===== src/psens_pkg.sv =====
package psens_pkg;

  // System clock and derived cycle counts (least times round up).
  localparam int CLK_NS       = 8;
  localparam int SCLK_HALF_NS = 1000;
  localparam int HDSS_NS      = 2500;
  localparam int SUSS_NS      = 100;
  localparam int BUS_FREE_NS  = 2000;
  localparam int SCLK_HALF_CYC = (SCLK_HALF_NS + CLK_NS - 1) / CLK_NS;
  localparam int HDSS_CYC      = (HDSS_NS + CLK_NS - 1) / CLK_NS;
  localparam int SUSS_CYC      = (SUSS_NS + CLK_NS - 1) / CLK_NS;
  localparam int BUS_FREE_CYC  = (BUS_FREE_NS + CLK_NS - 1) / CLK_NS;

  // Serial clock limits against the internal oscillator setting.
  localparam int INT_OSC_KHZ       = 4000;
  localparam int SCLK_MIN_KHZ      = 50;
  localparam int SCLK_MAX_KHZ_4MHZ = 800;
  localparam int SCLK_MAX_KHZ_1MHZ = 200;
  localparam int SCLK_KHZ          = 1000000 / (2 * SCLK_HALF_NS);

  // Measurement response times and their cycle counts.
  localparam int FULL_MEAS_US   = 1500;
  localparam int BRIDGE_MEAS_US = 500;
  localparam int FULL_MEAS_CYC   = (FULL_MEAS_US * 1000) / CLK_NS;
  localparam int BRIDGE_MEAS_CYC = (BRIDGE_MEAS_US * 1000) / CLK_NS;

  // Packet layout.
  localparam int PKT_BITS       = 32;
  localparam int BYTE_BITS      = 8;
  localparam int MIN_FETCH_BITS = 16;
  localparam int BRIDGE_W       = 14;
  localparam int TEMP_W         = 11;
  localparam int PAD_W          = 5;

  // Status field codes and output code range.
  localparam logic [1:0]  STATUS_VALID = 2'h0;
  localparam logic [1:0]  STATUS_STALE = 2'h2;
  localparam logic [13:0] CODE_MIN     = 14'h0666;
  localparam logic [13:0] CODE_MAX     = 14'h399A;
  localparam logic [13:0] CODE_FULL    = 14'h3FFF;

  // Sensor measurement sequencer states.
  typedef enum logic [2:0] {
    MEAS_SLEEP  = 3'h0,
    MEAS_TEMP   = 3'h1,
    MEAS_NULL   = 3'h2,
    MEAS_BRIDGE = 3'h3,
    MEAS_CORR   = 3'h4
  } meas_state_t;

  // Master link states.
  typedef enum logic [2:0] {
    LINK_IDLE  = 3'h0,
    LINK_SETUP = 3'h1,
    LINK_HIGH  = 3'h2,
    LINK_LOW   = 3'h3,
    LINK_HOLD  = 3'h4,
    LINK_GAP   = 3'h5
  } link_state_t;

  // One received packet as handed to the master's user.
  typedef struct packed {
    logic [1:0]          status;
    logic [BRIDGE_W-1:0] bridge;
    logic [TEMP_W-1:0]   temp;
    logic [2:0]          nbytes;
  } pkt_t;

endpackage


===== src/psens_spi_if.sv =====
`timescale 1ns/1ps
`default_nettype none

interface psens_spi_if;
  logic sclk;
  logic ss_n;
  logic miso_out;
  logic miso_oe;
  logic miso;

  // The data line floats high through a pull-up while the sensor does not drive it.
  assign miso = miso_oe ? miso_out : 1'b1;

  modport sensor (input sclk, input ss_n, output miso_out, output miso_oe);
  modport master (output sclk, output ss_n, input miso);
endinterface

`default_nettype wire


===== src/psens_sensor.sv =====
// How it works
// - Read-only half-duplex link, sensor only transmits.
// - Default falling-edge polarity, 4 MHz internal clock.
// - Master keeps serial clock 50 to 800 kHz.
// - At 1 MHz internal clock, 200 kHz max.
// - Select low 2.5 us before first clock.
// - At least 2 us bus-free between frames.
// - Data bit changes only after falling edge.
// - Master samples data on rising edge.
// - 32-bit packet, bridge high byte first.
// - Temperature bits 10..3, then 2..0 on top.
// - Master drops five low bits of byte four.
// - Reads may stop after byte two or three.
// - Bridge is 14-bit code within full scale.
// - Asleep until a measurement request wakes it.
// - Full request: temperature, nulling, bridge, correction.
// - Bridge-only request reuses stored temperature and nulling.
// - Results stored, then sensor sleeps again.
// - Fetch returns last result without waking.
// - First fetch valid, afterwards status turns stale.
// - Fetch during measurement reports stale status.
// - Master polls no faster than response plus 20%; psens_master accepts a fetch whenever o_cmd_ready is high.
// - Bridge-only first after reset still reports valid.
`timescale 1ns/1ps
`default_nettype none

module psens_sensor
  import psens_pkg::*;
#(
  parameter int P_FULL_CYC   = FULL_MEAS_CYC,
  parameter int P_BRIDGE_CYC = BRIDGE_MEAS_CYC
) (
  // Clock and reset.
  input  wire logic                i_clock,
  input  wire logic                i_nrst,
  // Serial link.
  psens_spi_if.sensor              spi,
  // Converter samples and second-port request.
  input  wire logic [TEMP_W-1:0]   i_temp_sample,
  input  wire logic [BRIDGE_W-1:0] i_offset_sample,
  input  wire logic [BRIDGE_W-1:0] i_bridge_sample,
  input  wire logic                i_bridge_only_req,
  // Status.
  output logic                     o_awake,
  output logic                     o_result_ready,
  output logic [2:0]               o_meas_state
);

  localparam int TIMER_W = 18;

  typedef struct packed {
    logic                ss_s1;
    logic                ss_s2;
    logic                ss_d;
    logic                sclk_s1;
    logic                sclk_s2;
    logic                sclk_d;
    logic [PKT_BITS-1:0] shift;
    logic [5:0]          nfall;
    logic                frame_valid;
    logic                miso;
    logic                oe;
    meas_state_t         mstate;
    logic                full;
    logic [TIMER_W-1:0]  timer;
    logic [TEMP_W-1:0]   temp_st;
    logic [BRIDGE_W-1:0] null_st;
    logic [BRIDGE_W-1:0] bridge_raw;
    logic [BRIDGE_W-1:0] res_bridge;
    logic [TEMP_W-1:0]   res_temp;
    logic                fresh;
    logic                ready;
  } state_t;

  state_t state_reg;
  state_t state_next;

  // Offset-nulled bridge code, shifted to the bottom of the span and clamped.
  function automatic logic [BRIDGE_W-1:0] correct(input logic [BRIDGE_W-1:0] raw,
                                                  input logic [BRIDGE_W-1:0] nul);
    logic signed [BRIDGE_W+1:0] sum;
    sum = $signed({2'h0, raw}) - $signed({2'h0, nul}) + $signed({2'h0, CODE_MIN});
    if (sum < 0) begin
      correct = 14'h0000;
    end else if (sum > $signed({2'h0, CODE_FULL})) begin
      correct = CODE_FULL;
    end else begin
      correct = sum[BRIDGE_W-1:0];
    end
  endfunction

  // Next-state logic for the serial frame and the measurement sequencer.
  always_comb begin
    logic                ss_fall;
    logic                ss_rise;
    logic                sclk_fall;
    logic                start_full;
    logic [1:0]          status;
    logic [TIMER_W-1:0]  phase_last;
    logic [PKT_BITS-1:0] pkt;
    ss_fall    = 1'b0;
    ss_rise    = 1'b0;
    sclk_fall  = 1'b0;
    start_full = 1'b0;
    status     = STATUS_STALE;
    phase_last = '0;
    pkt        = '0;
    state_next = state_reg;

    // Two-stage synchronisers, then one delay stage for edge detection.
    state_next.ss_s1   = spi.ss_n;
    state_next.ss_s2   = state_reg.ss_s1;
    state_next.ss_d    = state_reg.ss_s2;
    state_next.sclk_s1 = spi.sclk;
    state_next.sclk_s2 = state_reg.sclk_s1;
    state_next.sclk_d  = state_reg.sclk_s2;
    ss_fall   = state_reg.ss_d & ~state_reg.ss_s2;
    ss_rise   = ~state_reg.ss_d & state_reg.ss_s2;
    sclk_fall = state_reg.sclk_d & ~state_reg.sclk_s2;

    // A fetch reports valid only for a finished, not yet fetched result.
    if (state_reg.fresh && (state_reg.mstate == MEAS_SLEEP)) begin
      status = STATUS_VALID;
    end
    pkt = {status, state_reg.res_bridge, state_reg.res_temp, {PAD_W{1'b0}}};

    // Serial frame: first bit appears with select, later bits after falling edges.
    if (ss_fall) begin
      state_next.shift       = pkt;
      state_next.miso        = pkt[PKT_BITS-1];
      state_next.oe          = 1'b1;
      state_next.nfall       = 6'h00;
      state_next.frame_valid = (status == STATUS_VALID);
    end else if (!state_reg.ss_s2 && sclk_fall) begin
      state_next.shift = {state_reg.shift[PKT_BITS-2:0], 1'b0};
      state_next.miso  = state_reg.shift[PKT_BITS-2];
      if (state_reg.nfall != 6'h3F) begin
        state_next.nfall = state_reg.nfall + 6'h01;
      end
    end

    // Frame end: no clocks means a full request, otherwise a fetch.
    if (ss_rise) begin
      state_next.oe = 1'b0;
      if (state_reg.nfall == 6'h00) begin
        start_full = 1'b1;
      end else if (({26'h0, state_reg.nfall} >= MIN_FETCH_BITS) &&
                   state_reg.frame_valid) begin
        state_next.fresh = 1'b0;
        state_next.ready = 1'b0;
      end
    end

    // Full requests split the response time over three converter phases.
    if (state_reg.full) begin
      phase_last = TIMER_W'(P_FULL_CYC / 3 - 1);
    end else begin
      phase_last = TIMER_W'(P_BRIDGE_CYC - 1);
    end

    // Measurement sequencer; a request while awake is ignored.
    case (state_reg.mstate)
      MEAS_SLEEP: begin
        state_next.timer = '0;
        if (start_full) begin
          state_next.full   = 1'b1;
          state_next.mstate = MEAS_TEMP;
        end else if (i_bridge_only_req) begin
          state_next.full   = 1'b0;
          state_next.mstate = MEAS_BRIDGE;
        end
      end
      MEAS_TEMP: begin
        state_next.timer = state_reg.timer + 1'b1;
        if (state_reg.timer == phase_last) begin
          state_next.temp_st = i_temp_sample;
          state_next.timer   = '0;
          state_next.mstate  = MEAS_NULL;
        end
      end
      MEAS_NULL: begin
        state_next.timer = state_reg.timer + 1'b1;
        if (state_reg.timer == phase_last) begin
          state_next.null_st = i_offset_sample;
          state_next.timer   = '0;
          state_next.mstate  = MEAS_BRIDGE;
        end
      end
      MEAS_BRIDGE: begin
        state_next.timer = state_reg.timer + 1'b1;
        if (state_reg.timer == phase_last) begin
          state_next.bridge_raw = i_bridge_sample;
          state_next.timer      = '0;
          state_next.mstate     = MEAS_CORR;
        end
      end
      MEAS_CORR: begin
        // Stored temperature and nulling value serve bridge-only cycles too.
        state_next.res_bridge = correct(state_reg.bridge_raw, state_reg.null_st);
        state_next.res_temp   = state_reg.temp_st;
        state_next.fresh      = 1'b1;
        state_next.ready      = 1'b1;
        state_next.mstate     = MEAS_SLEEP;
      end
      default: begin
        state_next.mstate = MEAS_SLEEP;
      end
    endcase
  end

  // State register; everything resets to constants.
  always_ff @(posedge i_clock or negedge i_nrst) begin
    if (!i_nrst) begin
      state_reg         <= '0;
      state_reg.ss_s1   <= 1'b1;
      state_reg.ss_s2   <= 1'b1;
      state_reg.ss_d    <= 1'b1;
      state_reg.miso    <= 1'b1;
      state_reg.mstate  <= MEAS_SLEEP;
    end else begin
      state_reg <= state_next;
    end
  end

  // Outputs; the link never samples anything driven toward the sensor's data pin.
  assign spi.miso_out   = state_reg.miso;
  assign spi.miso_oe    = state_reg.oe;
  assign o_awake        = (state_reg.mstate != MEAS_SLEEP);
  assign o_result_ready = state_reg.ready;
  assign o_meas_state   = state_reg.mstate;

endmodule

`default_nettype wire


===== src/flat_wrapper.sv =====
// flat-port wrapper written by rule: the top's interface ports become plain ports
module psens_sensor_flat import psens_pkg::*;
#(
  parameter int P_FULL_CYC   = FULL_MEAS_CYC,
  parameter int P_BRIDGE_CYC = BRIDGE_MEAS_CYC
)
  (i_clock, i_nrst, i_temp_sample, i_offset_sample, i_bridge_sample, i_bridge_only_req, o_awake, o_result_ready, o_meas_state, spi_sclk, spi_ss_n, spi_miso_out, spi_miso_oe);
  psens_spi_if spi_i ();
  input  wire logic i_clock;
  input  wire logic i_nrst;
  input  wire logic [TEMP_W-1:0] i_temp_sample;
  input  wire logic [BRIDGE_W-1:0] i_offset_sample;
  input  wire logic [BRIDGE_W-1:0] i_bridge_sample;
  input  wire logic i_bridge_only_req;
  output logic o_awake;
  output logic o_result_ready;
  output logic [2:0] o_meas_state;
  input wire logic [$bits(spi_i.sclk)-1:0] spi_sclk;
  input wire logic [$bits(spi_i.ss_n)-1:0] spi_ss_n;
  output wire logic [$bits(spi_i.miso_out)-1:0] spi_miso_out;
  output wire logic [$bits(spi_i.miso_oe)-1:0] spi_miso_oe;
  assign spi_i.sclk = spi_sclk;
  assign spi_i.ss_n = spi_ss_n;
  assign spi_miso_out = spi_i.miso_out;
  assign spi_miso_oe = spi_i.miso_oe;
  psens_sensor #(.P_FULL_CYC(P_FULL_CYC), .P_BRIDGE_CYC(P_BRIDGE_CYC)) u_core (.i_clock(i_clock), .i_nrst(i_nrst), .spi(spi_i), .i_temp_sample(i_temp_sample), .i_offset_sample(i_offset_sample), .i_bridge_sample(i_bridge_sample), .i_bridge_only_req(i_bridge_only_req), .o_awake(o_awake), .o_result_ready(o_result_ready), .o_meas_state(o_meas_state));
endmodule

===== config.mk =====
export PLATFORM = sky130hd
export DESIGN_NAME = psens_sensor_flat
export DESIGN_NICKNAME = d
export VERILOG_FILES = /design/src/psens_pkg.sv /design/src/psens_spi_if.sv /design/src/psens_sensor.sv /design/src/flat_wrapper.sv
export SDC_FILE = /design/constraint.sdc
export NUM_CORES = 1
export LEC_CHECK = 0
export ABC_AREA = 1
export BUFFER_PORTS_ARGS = -buffer_cell sky130_fd_sc_hd__buf_2
export CORE_MARGIN = 3
export CORE_UTILIZATION = 61
export DETAILED_ROUTE_END_ITERATION = 16
export PLACE_DENSITY = 0.9
export RECOVER_POWER = 100
export SYNTH_ARGS = -nofsm -noshare
export SYNTH_HDL_FRONTEND = slang
export SYNTH_SLANG_ARGS = --single-unit

===== constraint.sdc =====
create_clock -name i_clock -period 2.8 [get_ports i_clock]
set_input_delay 0.42 -clock i_clock [delete_from_list [all_inputs] [get_ports i_clock]]
set_output_delay 0.42 -clock i_clock [all_outputs]
set_load 0.01 [all_outputs]

==> summary.md, run 1 <==
| Metric | Value |
|---|---|
| Critical path origin | `u_core.state_reg[27]` |
| Worst-path maximum fanout | `14` |
| TritonCTS Buffers | `17` |
| Seq/Total Area, Yosys | `46.31%` |
| Hold Violations, Final | `0` |
| CTS Root Cell | `clkbuf_16` |
| Comb pwr share | `15.1%` |
| DR vias/cell | `5.480` |
| Crit Path Category | `flop to flop` |
| DRT Pass-1 Iters | `6` |
| Drc violations | `0` |
| CP arrival | `2910 ps` |
| TritonCTS clock tree | `built` |
| Synth top cells by count | `188 x nand2_1, 123 x dfrtp_1, 120 x inv_1` |
| Most frequent cell after synthesis | `nand2_1` |
| FILL cells | `781` |
| RSZ-0062 raised after global routing | `false` |
| Pwr Density | `629.1 mW/mm^2` |
| Syn-to-layout area delta | `13.87%` |
| Hold WC Path Type | `primary input to flop` |
| Average size of a mapped cell | `8.689 sq um` |
| IO Pins | `51` |
| Share of layout cells above drive strength 1 | `21.78%` |
| Max-slew headroom | `16.87%` |
| Fin Setup TNS | `0 ps` |
| Buf+Inv Stages, Crit Path | `2` |
| Routed wire length | `14.93 mm` |
| Worst EP required | `3150 ps` |
| HP Start | `spi_ss_n` |
| Post-layout nets | `916` |
| Max-Cap Viols | `0` |
| GRT Util Overall | `24.91%` |
| Rows | `38` |
| Synthesized cell area | `0.006873 sq mm` |
| HPWL Detailed | `9.983 mm` |
| Clk network pwr share | `44.3%` |
| Post-Route Utilization | `71.57%` |
| Number of I/O port buffers | `50` |
| Cell area after layout | `0.007826 sq mm` |
| Starting Density | `62.85%` |
| Delay-heaviest family, CP | `simple AND/OR/NAND/NOR gates` |
| Async SR Flop Fraction | `100.0%` |
| Wirelength per Cell | `14.88 um` |
| Sw Share | `27.08%` |
| H-tree levels | `4` |
| Element type at the critical path start | `flop` |
| Sequential share of power | `40.6%` |
| Vias in the first global route | `5555` |
| Min Clock Period, post-route | `2558 ps` |
| GPL Wtd Cong | `0.8672` |
| Internal cell power | `3.591 mW` |
| DIE AREA | `0.01258 sq mm` |
| CP max stage delay | `400 ps` |
| Placeable Area | `0.01094 sq mm` |
| Syn nets | `856` |
| Most used cell, CP | `nand2_1` |
| R2R Path Start | `u_core.state_reg[27]` |
| CP endpoint kind | `flop` |
| Routed Antenna Nets | `0` |
| Via count | `5496` |
| Placed instance area | `0.007269 sq mm` |
| Die height | `112.1 um` |
| Yosys top cell by area | `dfrtp_1` |
| Sequential cell area | `0.003183 sq mm` |
| Leak Pwr | `4.048 nW` |
| Final Max Slew Viols | `0` |
| Mapped Cells | `791` |
| Gr ovfl total | `0` |
| First-pass GRT wire length | `25.43 mm` |
| Max reg flops | `118` |
| Ys flop type | `dfrtp_1` |
| CTS Buffer Depth | `2` |
| Status | `complete, no violations` |
| Synthesized flop and latch total | `127` |
| Area share of the largest cell type after synthesis | `44.78%` |
| Final Setup Violations | `0` |
| Hold WS | `90.90 ps` |
| Initial antenna violation count | `0` |
| Yosys Warn Count | `0` |
| Worst Tran Pin Value | `1247 ps` |
| Netlist cell types | `43` |
| Clock slew at reported path FFs | `60 ps` |
| Final worst path period share | `91.35%` |
| Die W | `112.1 um` |
| Critical Path, Cell by Cell | `inv_1 -> ha_1 -> fa_1 -> inv_1 -> nand3_2 -> nand2_4 -> nand2_4 -> nand2_4 -> nand2_2 -> nor2_4 -> o21ai_4 -> a21oi_2 -> nand2_1 -> nand2_1 -> nand2_4 -> nand2_1 -> nand2_1 -> nand2_1` |
| Fmax | `391.0 MHz` |
| Worst-skew pair later-pin latency | `430 ps` |
| Worst path slowest cell | `fa_1` |
| Max Clock Skew | `13.13 ps` |
| Largest net degree at the start of global routing | `46` |
| Multi-input gate area | `0.003073 sq mm` |
| Sw Pwr | `1.333 mW` |
| Diode count | `0` |
| Clock Sinks | `127` |
| Peak VDD IR | `510.0 uV` |
| Drt initial violations | `365` |
| Synth top area cells | `dfrtp_1 45%, nand2_1 10%, mux2_2 8.2%` |
| Number of enable flip-flop cells after synthesis | `0` |
-- cells by family (layout without fill, tap and decap cells) --
logic type	Yosys count	count (layout)	synth area share, %
and+or+nand+nor	328	328	22.48
buffers and inverters	153	225	8.829
DFF	127	127	46.31
AOI/OAI and AO/OA	103	103	9.103
muxes	50	50	8.192
adders and majority gates	21	21	3.932
xor gates and xnor gates	9	9	1.147
-- worst reg2reg max path, stage by stage (launching register included) --
cell and delay (ps):
dfrtp_1 340, inv_1 50, ha_1 220, fa_1 400
inv_1 120, nand3_2 100, nand2_4 120, nand2_4 60
nand2_4 60, nand2_2 60, nor2_4 140, o21ai_4 90
a21oi_2 160, nand2_1 70, nand2_1 110, nand2_4 130
nand2_1 110, nand2_1 60, nand2_1 70
-- final cells by class --
type / count / area share [%]
flip-flops and latches: 127 / 40.67
clock inverters: 9 / 1.391
clock buffers: 22 / 6.059
repair buffers: 64 / 4.141
well taps: 140 / 2.238
multi-input cells: 511 / 39.26
inverters: 130 / 6.235
-- what timing repair did --
action / CTS / global route
hold endpoints to repair: 34 / 0
hold buffers: 1 / 0
setup buffers: 0 / 3
resized for setup: 0 / 1
setup endpoints to repair: 0 / 14
-- power groups by stage --
stage	clock network, mW	logic (mW)	registers (mW)
2_1_floorplan	0	0.564	2.02
3_3_place_gp	0	0.713	2.02
3_5_place_dp	0	0.744	2.03
4_1_cts	2.19	0.762	2.00
5_1_grt	2.29	0.843	2.01
6_report	2.18	0.743	2.00
-- placed cells by master, fill, tap and decap left out, types with 3 or more instances in the layout --
cell | synthesis | final
nand2_1 | 188 | 194
dfrtp_1 | 123 | 123
inv_1 | 120 | 120
o21ai_0 | 50 | 50
mux2_2 | 50 | 49
buf_2 | 2 | 43
nor2_1 | 33 | 33
nand3_1 | 27 | 27
a21oi_1 | 20 | 20
o211ai_1 | 20 | 20
ha_1 | 20 | 20
nand2_2 | 25 | 18
clkbuf_16 | 0 | 17
nand4_1 | 14 | 14
clkbuf_1 | 15 | 13
nor3_1 | 11 | 11
inv_2 | 9 | 9
nand3_2 | 8 | 8
nand2_4 | 6 | 7
nor4_1 | 6 | 6
xor2_1 | 5 | 5
buf_4 | 5 | 5
xnor2_1 | 4 | 4
clkinvlp_4 | 0 | 4
clkbuf_2 | 0 | 4
nor2_2 | 3 | 3
clkbuf_8 | 0 | 3
dfstp_2 | 4 | 3
-- routing by layer --
layer / up-vias / global-route usage (%) / wire length [um]
met5: - / 0 / 0
met4: 0 / 10.66 / 403
met3: 41 / 5.822 / 741
met2: 172 / 42.27 / 7617
met1: 2607 / 30.59 / 6164
li1: 2676 / - / -
-- final timing paths --
kind                                          endpoint  slack [ps]  cells past startpoint
worst min register to register  u_core.state_next[129]         360                      0
worst max-delay path              u_core.state_reg[25]         240                     18
worst max register to register    u_core.state_reg[25]         240                     18
worst min-delay path            u_core.state_next[133]          90                      1
min in group asynchronous        u_core.state_reg[121]         660                      2
max in group asynchronous         u_core.state_reg[31]         490                      3
-- stage by stage --
step	setup slack [ps]	std cells	power, mW
after floorplan	481.7	791	2.580
after global placement	312.5	968	2.735
after detailed placement	214.3	968	2.772
after CTS	144.7	1000	4.957
after global routing	22.13	1003	5.147
final	242.3	1003	4.924
Note: power is estimated with default switching activity, not from simulation.
==> run 2: changes to the inputs <==
--- a/config.mk
+++ b/config.mk
@@ -7,7 +7,6 @@
 export LEC_CHECK = 0
 export ABC_AREA = 1
 export BUFFER_PORTS_ARGS = -buffer_cell sky130_fd_sc_hd__buf_2
-export CORE_MARGIN = 3
 export CORE_UTILIZATION = 61
 export DETAILED_ROUTE_END_ITERATION = 16
 export PLACE_DENSITY = 0.9
==> run 2 against run 1 <==
Effect of this change:
- the run now ends with max-capacitance violations, max-slew violations left
- core utilization is 0.63 points higher
- combinational power increased by 1%
- highest routed layer unchanged
- largest power group unchanged
- largest cell class unchanged
- sequential cell count stayed put
- critical path depth shrank 1
- power rose by 1.7%
- design area grew 0.45%
- final cell count down 0.30%
==> summary.md, run 2 (synthesized netlist as in run 1, its figures left out) <==
| Metric | Value |
|---|---|
| Initial antenna violation count | `0 (unchanged)` |
| Worst-skew pair later-pin latency | `530 ps (+100 ps)` |
| Multi-input gate area | `0.003080 sq mm (+0.24%)` |
| IO Pins | `51 (unchanged)` |
| RSZ-0062 raised after global routing | `false` |
| Worst Hold Depth | `2 (+1)` |
| Inst Count DP | `965 (-0.31%)` |
| Worst-path maximum fanout | `14 (unchanged)` |
| CP arrival | `3010 ps (+100 ps)` |
| Post-layout nets | `912 (-0.44%)` |
| Met1 wire length | `6.207 mm (+0.70%)` |
| Wirelength per Cell | `14.53 um (-2.3%)` |
| Peak VDD IR | `517.2 uV (+1.4%)` |
| GPL Wtd Cong | `0.8706 (+0.39%)` |
| Hold WC Path Type | `primary input to flop` |
| Routed Antenna Nets | `0 (unchanged)` |
| CP endpoint kind | `flop` |
| Placed instance area | `0.007247 sq mm (-0.31%)` |
| Leak Pwr | `4.050 nW (about the same)` |
| GRT Util Overall | `27.48% (+2.6 points)` |
| HPWL Detailed | `9.350 mm (-6.3%)` |
| Hold Violations, Final | `0 (unchanged)` |
| Postcts setup bufs | `0 (unchanged)` |
| Final Max Slew Viols | `56 (+56)` |
| Drc violations | `0 (unchanged)` |
| Via count | `5492 (-0.073%)` |
| Fin Setup TNS | `0 ps (unchanged)` |
| First-pass GRT wire length | `24.79 mm (-2.5%)` |
| Cell area after layout | `0.007861 sq mm (+0.45%)` |
| Clock Sinks | `127 (unchanged)` |
| R2r worst-path depth | `17 (-1)` |
| Placeable Area | `0.01089 sq mm (-0.44%)` |
| DR vias/cell | `5.492 (+0.23%)` |
| Sequential cell area | `0.003183 sq mm (unchanged)` |
| Final WS setup | `199.2 ps (-43.07 ps)` |
| CTS Root Cell | `clkbuf_8` |
| TritonCTS clock tree | `built` |
| CTS Buffer Depth | `2 (unchanged)` |
| Diode count | `0 (unchanged)` |
| Commonest non-fill, non-tap cells in the layout | `188 x nand2_1, 123 x dfrtp_1, 120 x inv_1, 50 x o21ai_0, 48 x mux2_2` |
| Commonest non-fill, non-tap cell in the layout | `nand2_1` |
| DIE AREA | `0.01170 sq mm (-7.0%)` |
| Max-Cap Viols | `2 (+2)` |
| Post-Route Utilization | `72.20% (+0.63 points)` |
| Failing checks | `max-capacitance violations, max-slew violations` |
| Routed wire length | `14.53 mm (-2.6%)` |
| Die W | `108.1 um (-3.6%)` |
| Drt initial violations | `326 (-11%)` |
| DR top layer | `met4` |
| Max-slew headroom | `-3.578% (-20 points)` |
| Worst EP required | `3210 ps (+60 ps)` |
| H-tree levels | `4 (unchanged)` |
| Pwr Density | `637.2 mW/mm^2 (+1.3%)` |
| Share of layout cells above drive strength 1 | `22.21% (+0.42 points)` |
| Die height | `108.1 um (-3.6%)` |
| Fmax | `384.5 MHz (-1.7%)` |
| Max Clock Skew | `9.258 ps (-3.867 ps)` |
| TritonCTS Buffers | `17 (unchanged)` |
| Min Clock Period, post-route | `2601 ps (+43.07 ps)` |
| Status | `complete, but fails checks` |
| Clock slew at reported path FFs | `60 ps (about the same)` |
| Vias in the first global route | `5430 (-2.3%)` |
| Final worst path period share | `92.89% (+1.5 points)` |
| Worst Tran Pin Value | `1554 ps (+306.7 ps)` |
| Final Instance Count excl. Fillers | `1000 (-0.30%)` |
| Largest net degree at the start of global routing | `69 (+50%)` |
| Number of I/O port buffers | `50 (unchanged)` |
| DRT Pass-1 Iters | `5 (-1)` |
| Final Setup Violations | `0 (unchanged)` |
| Syn-to-layout area delta | `14.38%` |
| Max reg flops | `118 (unchanged)` |
| Total chip power | `5.009 mW (+1.7%)` |
| Post-place setup slack | `162.4 ps (-51.86 ps)` |
| Starting Density | `63.12% (+0.27 points)` |
| R2r setup slk | `200 ps (-40 ps)` |
| Hold WS | `117.0 ps (+26.12 ps)` |
| Rows | `38 (unchanged)` |
| Met3 wire len | `676 um (-8.8%)` |
| Gr ovfl total | `0 (unchanged)` |
| WL met2 | `7.296 mm (-4.2%)` |
| Crit Path Category | `flop to flop` |
| FILL cells | `714 (-8.6%)` |
| Element type at the critical path start | `flop` |
run 2: changes by cell type in the layout (fill, tap and decap cells not counted), moves of 2 or more:
cell and change:
nand2_1 -6, nand2_2 +6, buf_4 -4, clkbuf_1 -3, clkbuf_2 -2, clkinv_4 +2, dlygate4sd3_1 +2
run 2: critical path, stage by stage (launching register included):
cell and delay, ps:
dfrtp_1 340, inv_1 50, ha_1 210, fa_1 410
inv_1 120, nand3_2 100, nand3_1 170, nand2_4 70
nand2_2 80, nor2_4 50, o21ai_2 200, a21oi_2 90
nand2_1 70, nand2_1 90, nand2_4 200, nand2_1 100
nand2_1 70, nand2_1 70
run 2: layout make-up:
type	instances	share of cell area, %
flip-flops and latches	127	40.49
multi-input cells	511	39.19
inverters	130	6.207
clock buffers	20	5.793
repair buffers	60	4.074
well taps	140	2.228
clock inverters	12	2.021
run 2: what timing repair did:
item                                    CTS  global route
gates resized for setup                   0             1
hold buffers                              3             0
hold endpoints to repair                 28             0
endpoints found under the setup margin    0             9
run 2: worst paths after layout:
check / from / end
worst min register to register: u_core.state_next[130] / u_core.state_next[129]
worst min-delay path: i_offset_sample[12] / u_core.state_reg[53]
min in group asynchronous: i_nrst / u_core.state_reg[52]
worst max-delay path: u_core.state_reg[27] / u_core.state_reg[13]
worst max register to register: u_core.state_reg[27] / u_core.state_reg[13]
max in group asynchronous: i_nrst / u_core.state_reg[64]
run 2: routing by layer:
layer	vias up	GRT usage, %
met1	2634	34.41
met3	33	5.907
met5	-	0
li1	2661	-
met2	164	45.36
met4	0	13.11
run 2: power by group:
part	switching, mW	total [mW]	internal, mW
clock network	0.827	2.26	1.43
registers	0.0514	2.00	1.95
logic	0.474	0.751	0.277
total	1.35	5.01	3.66
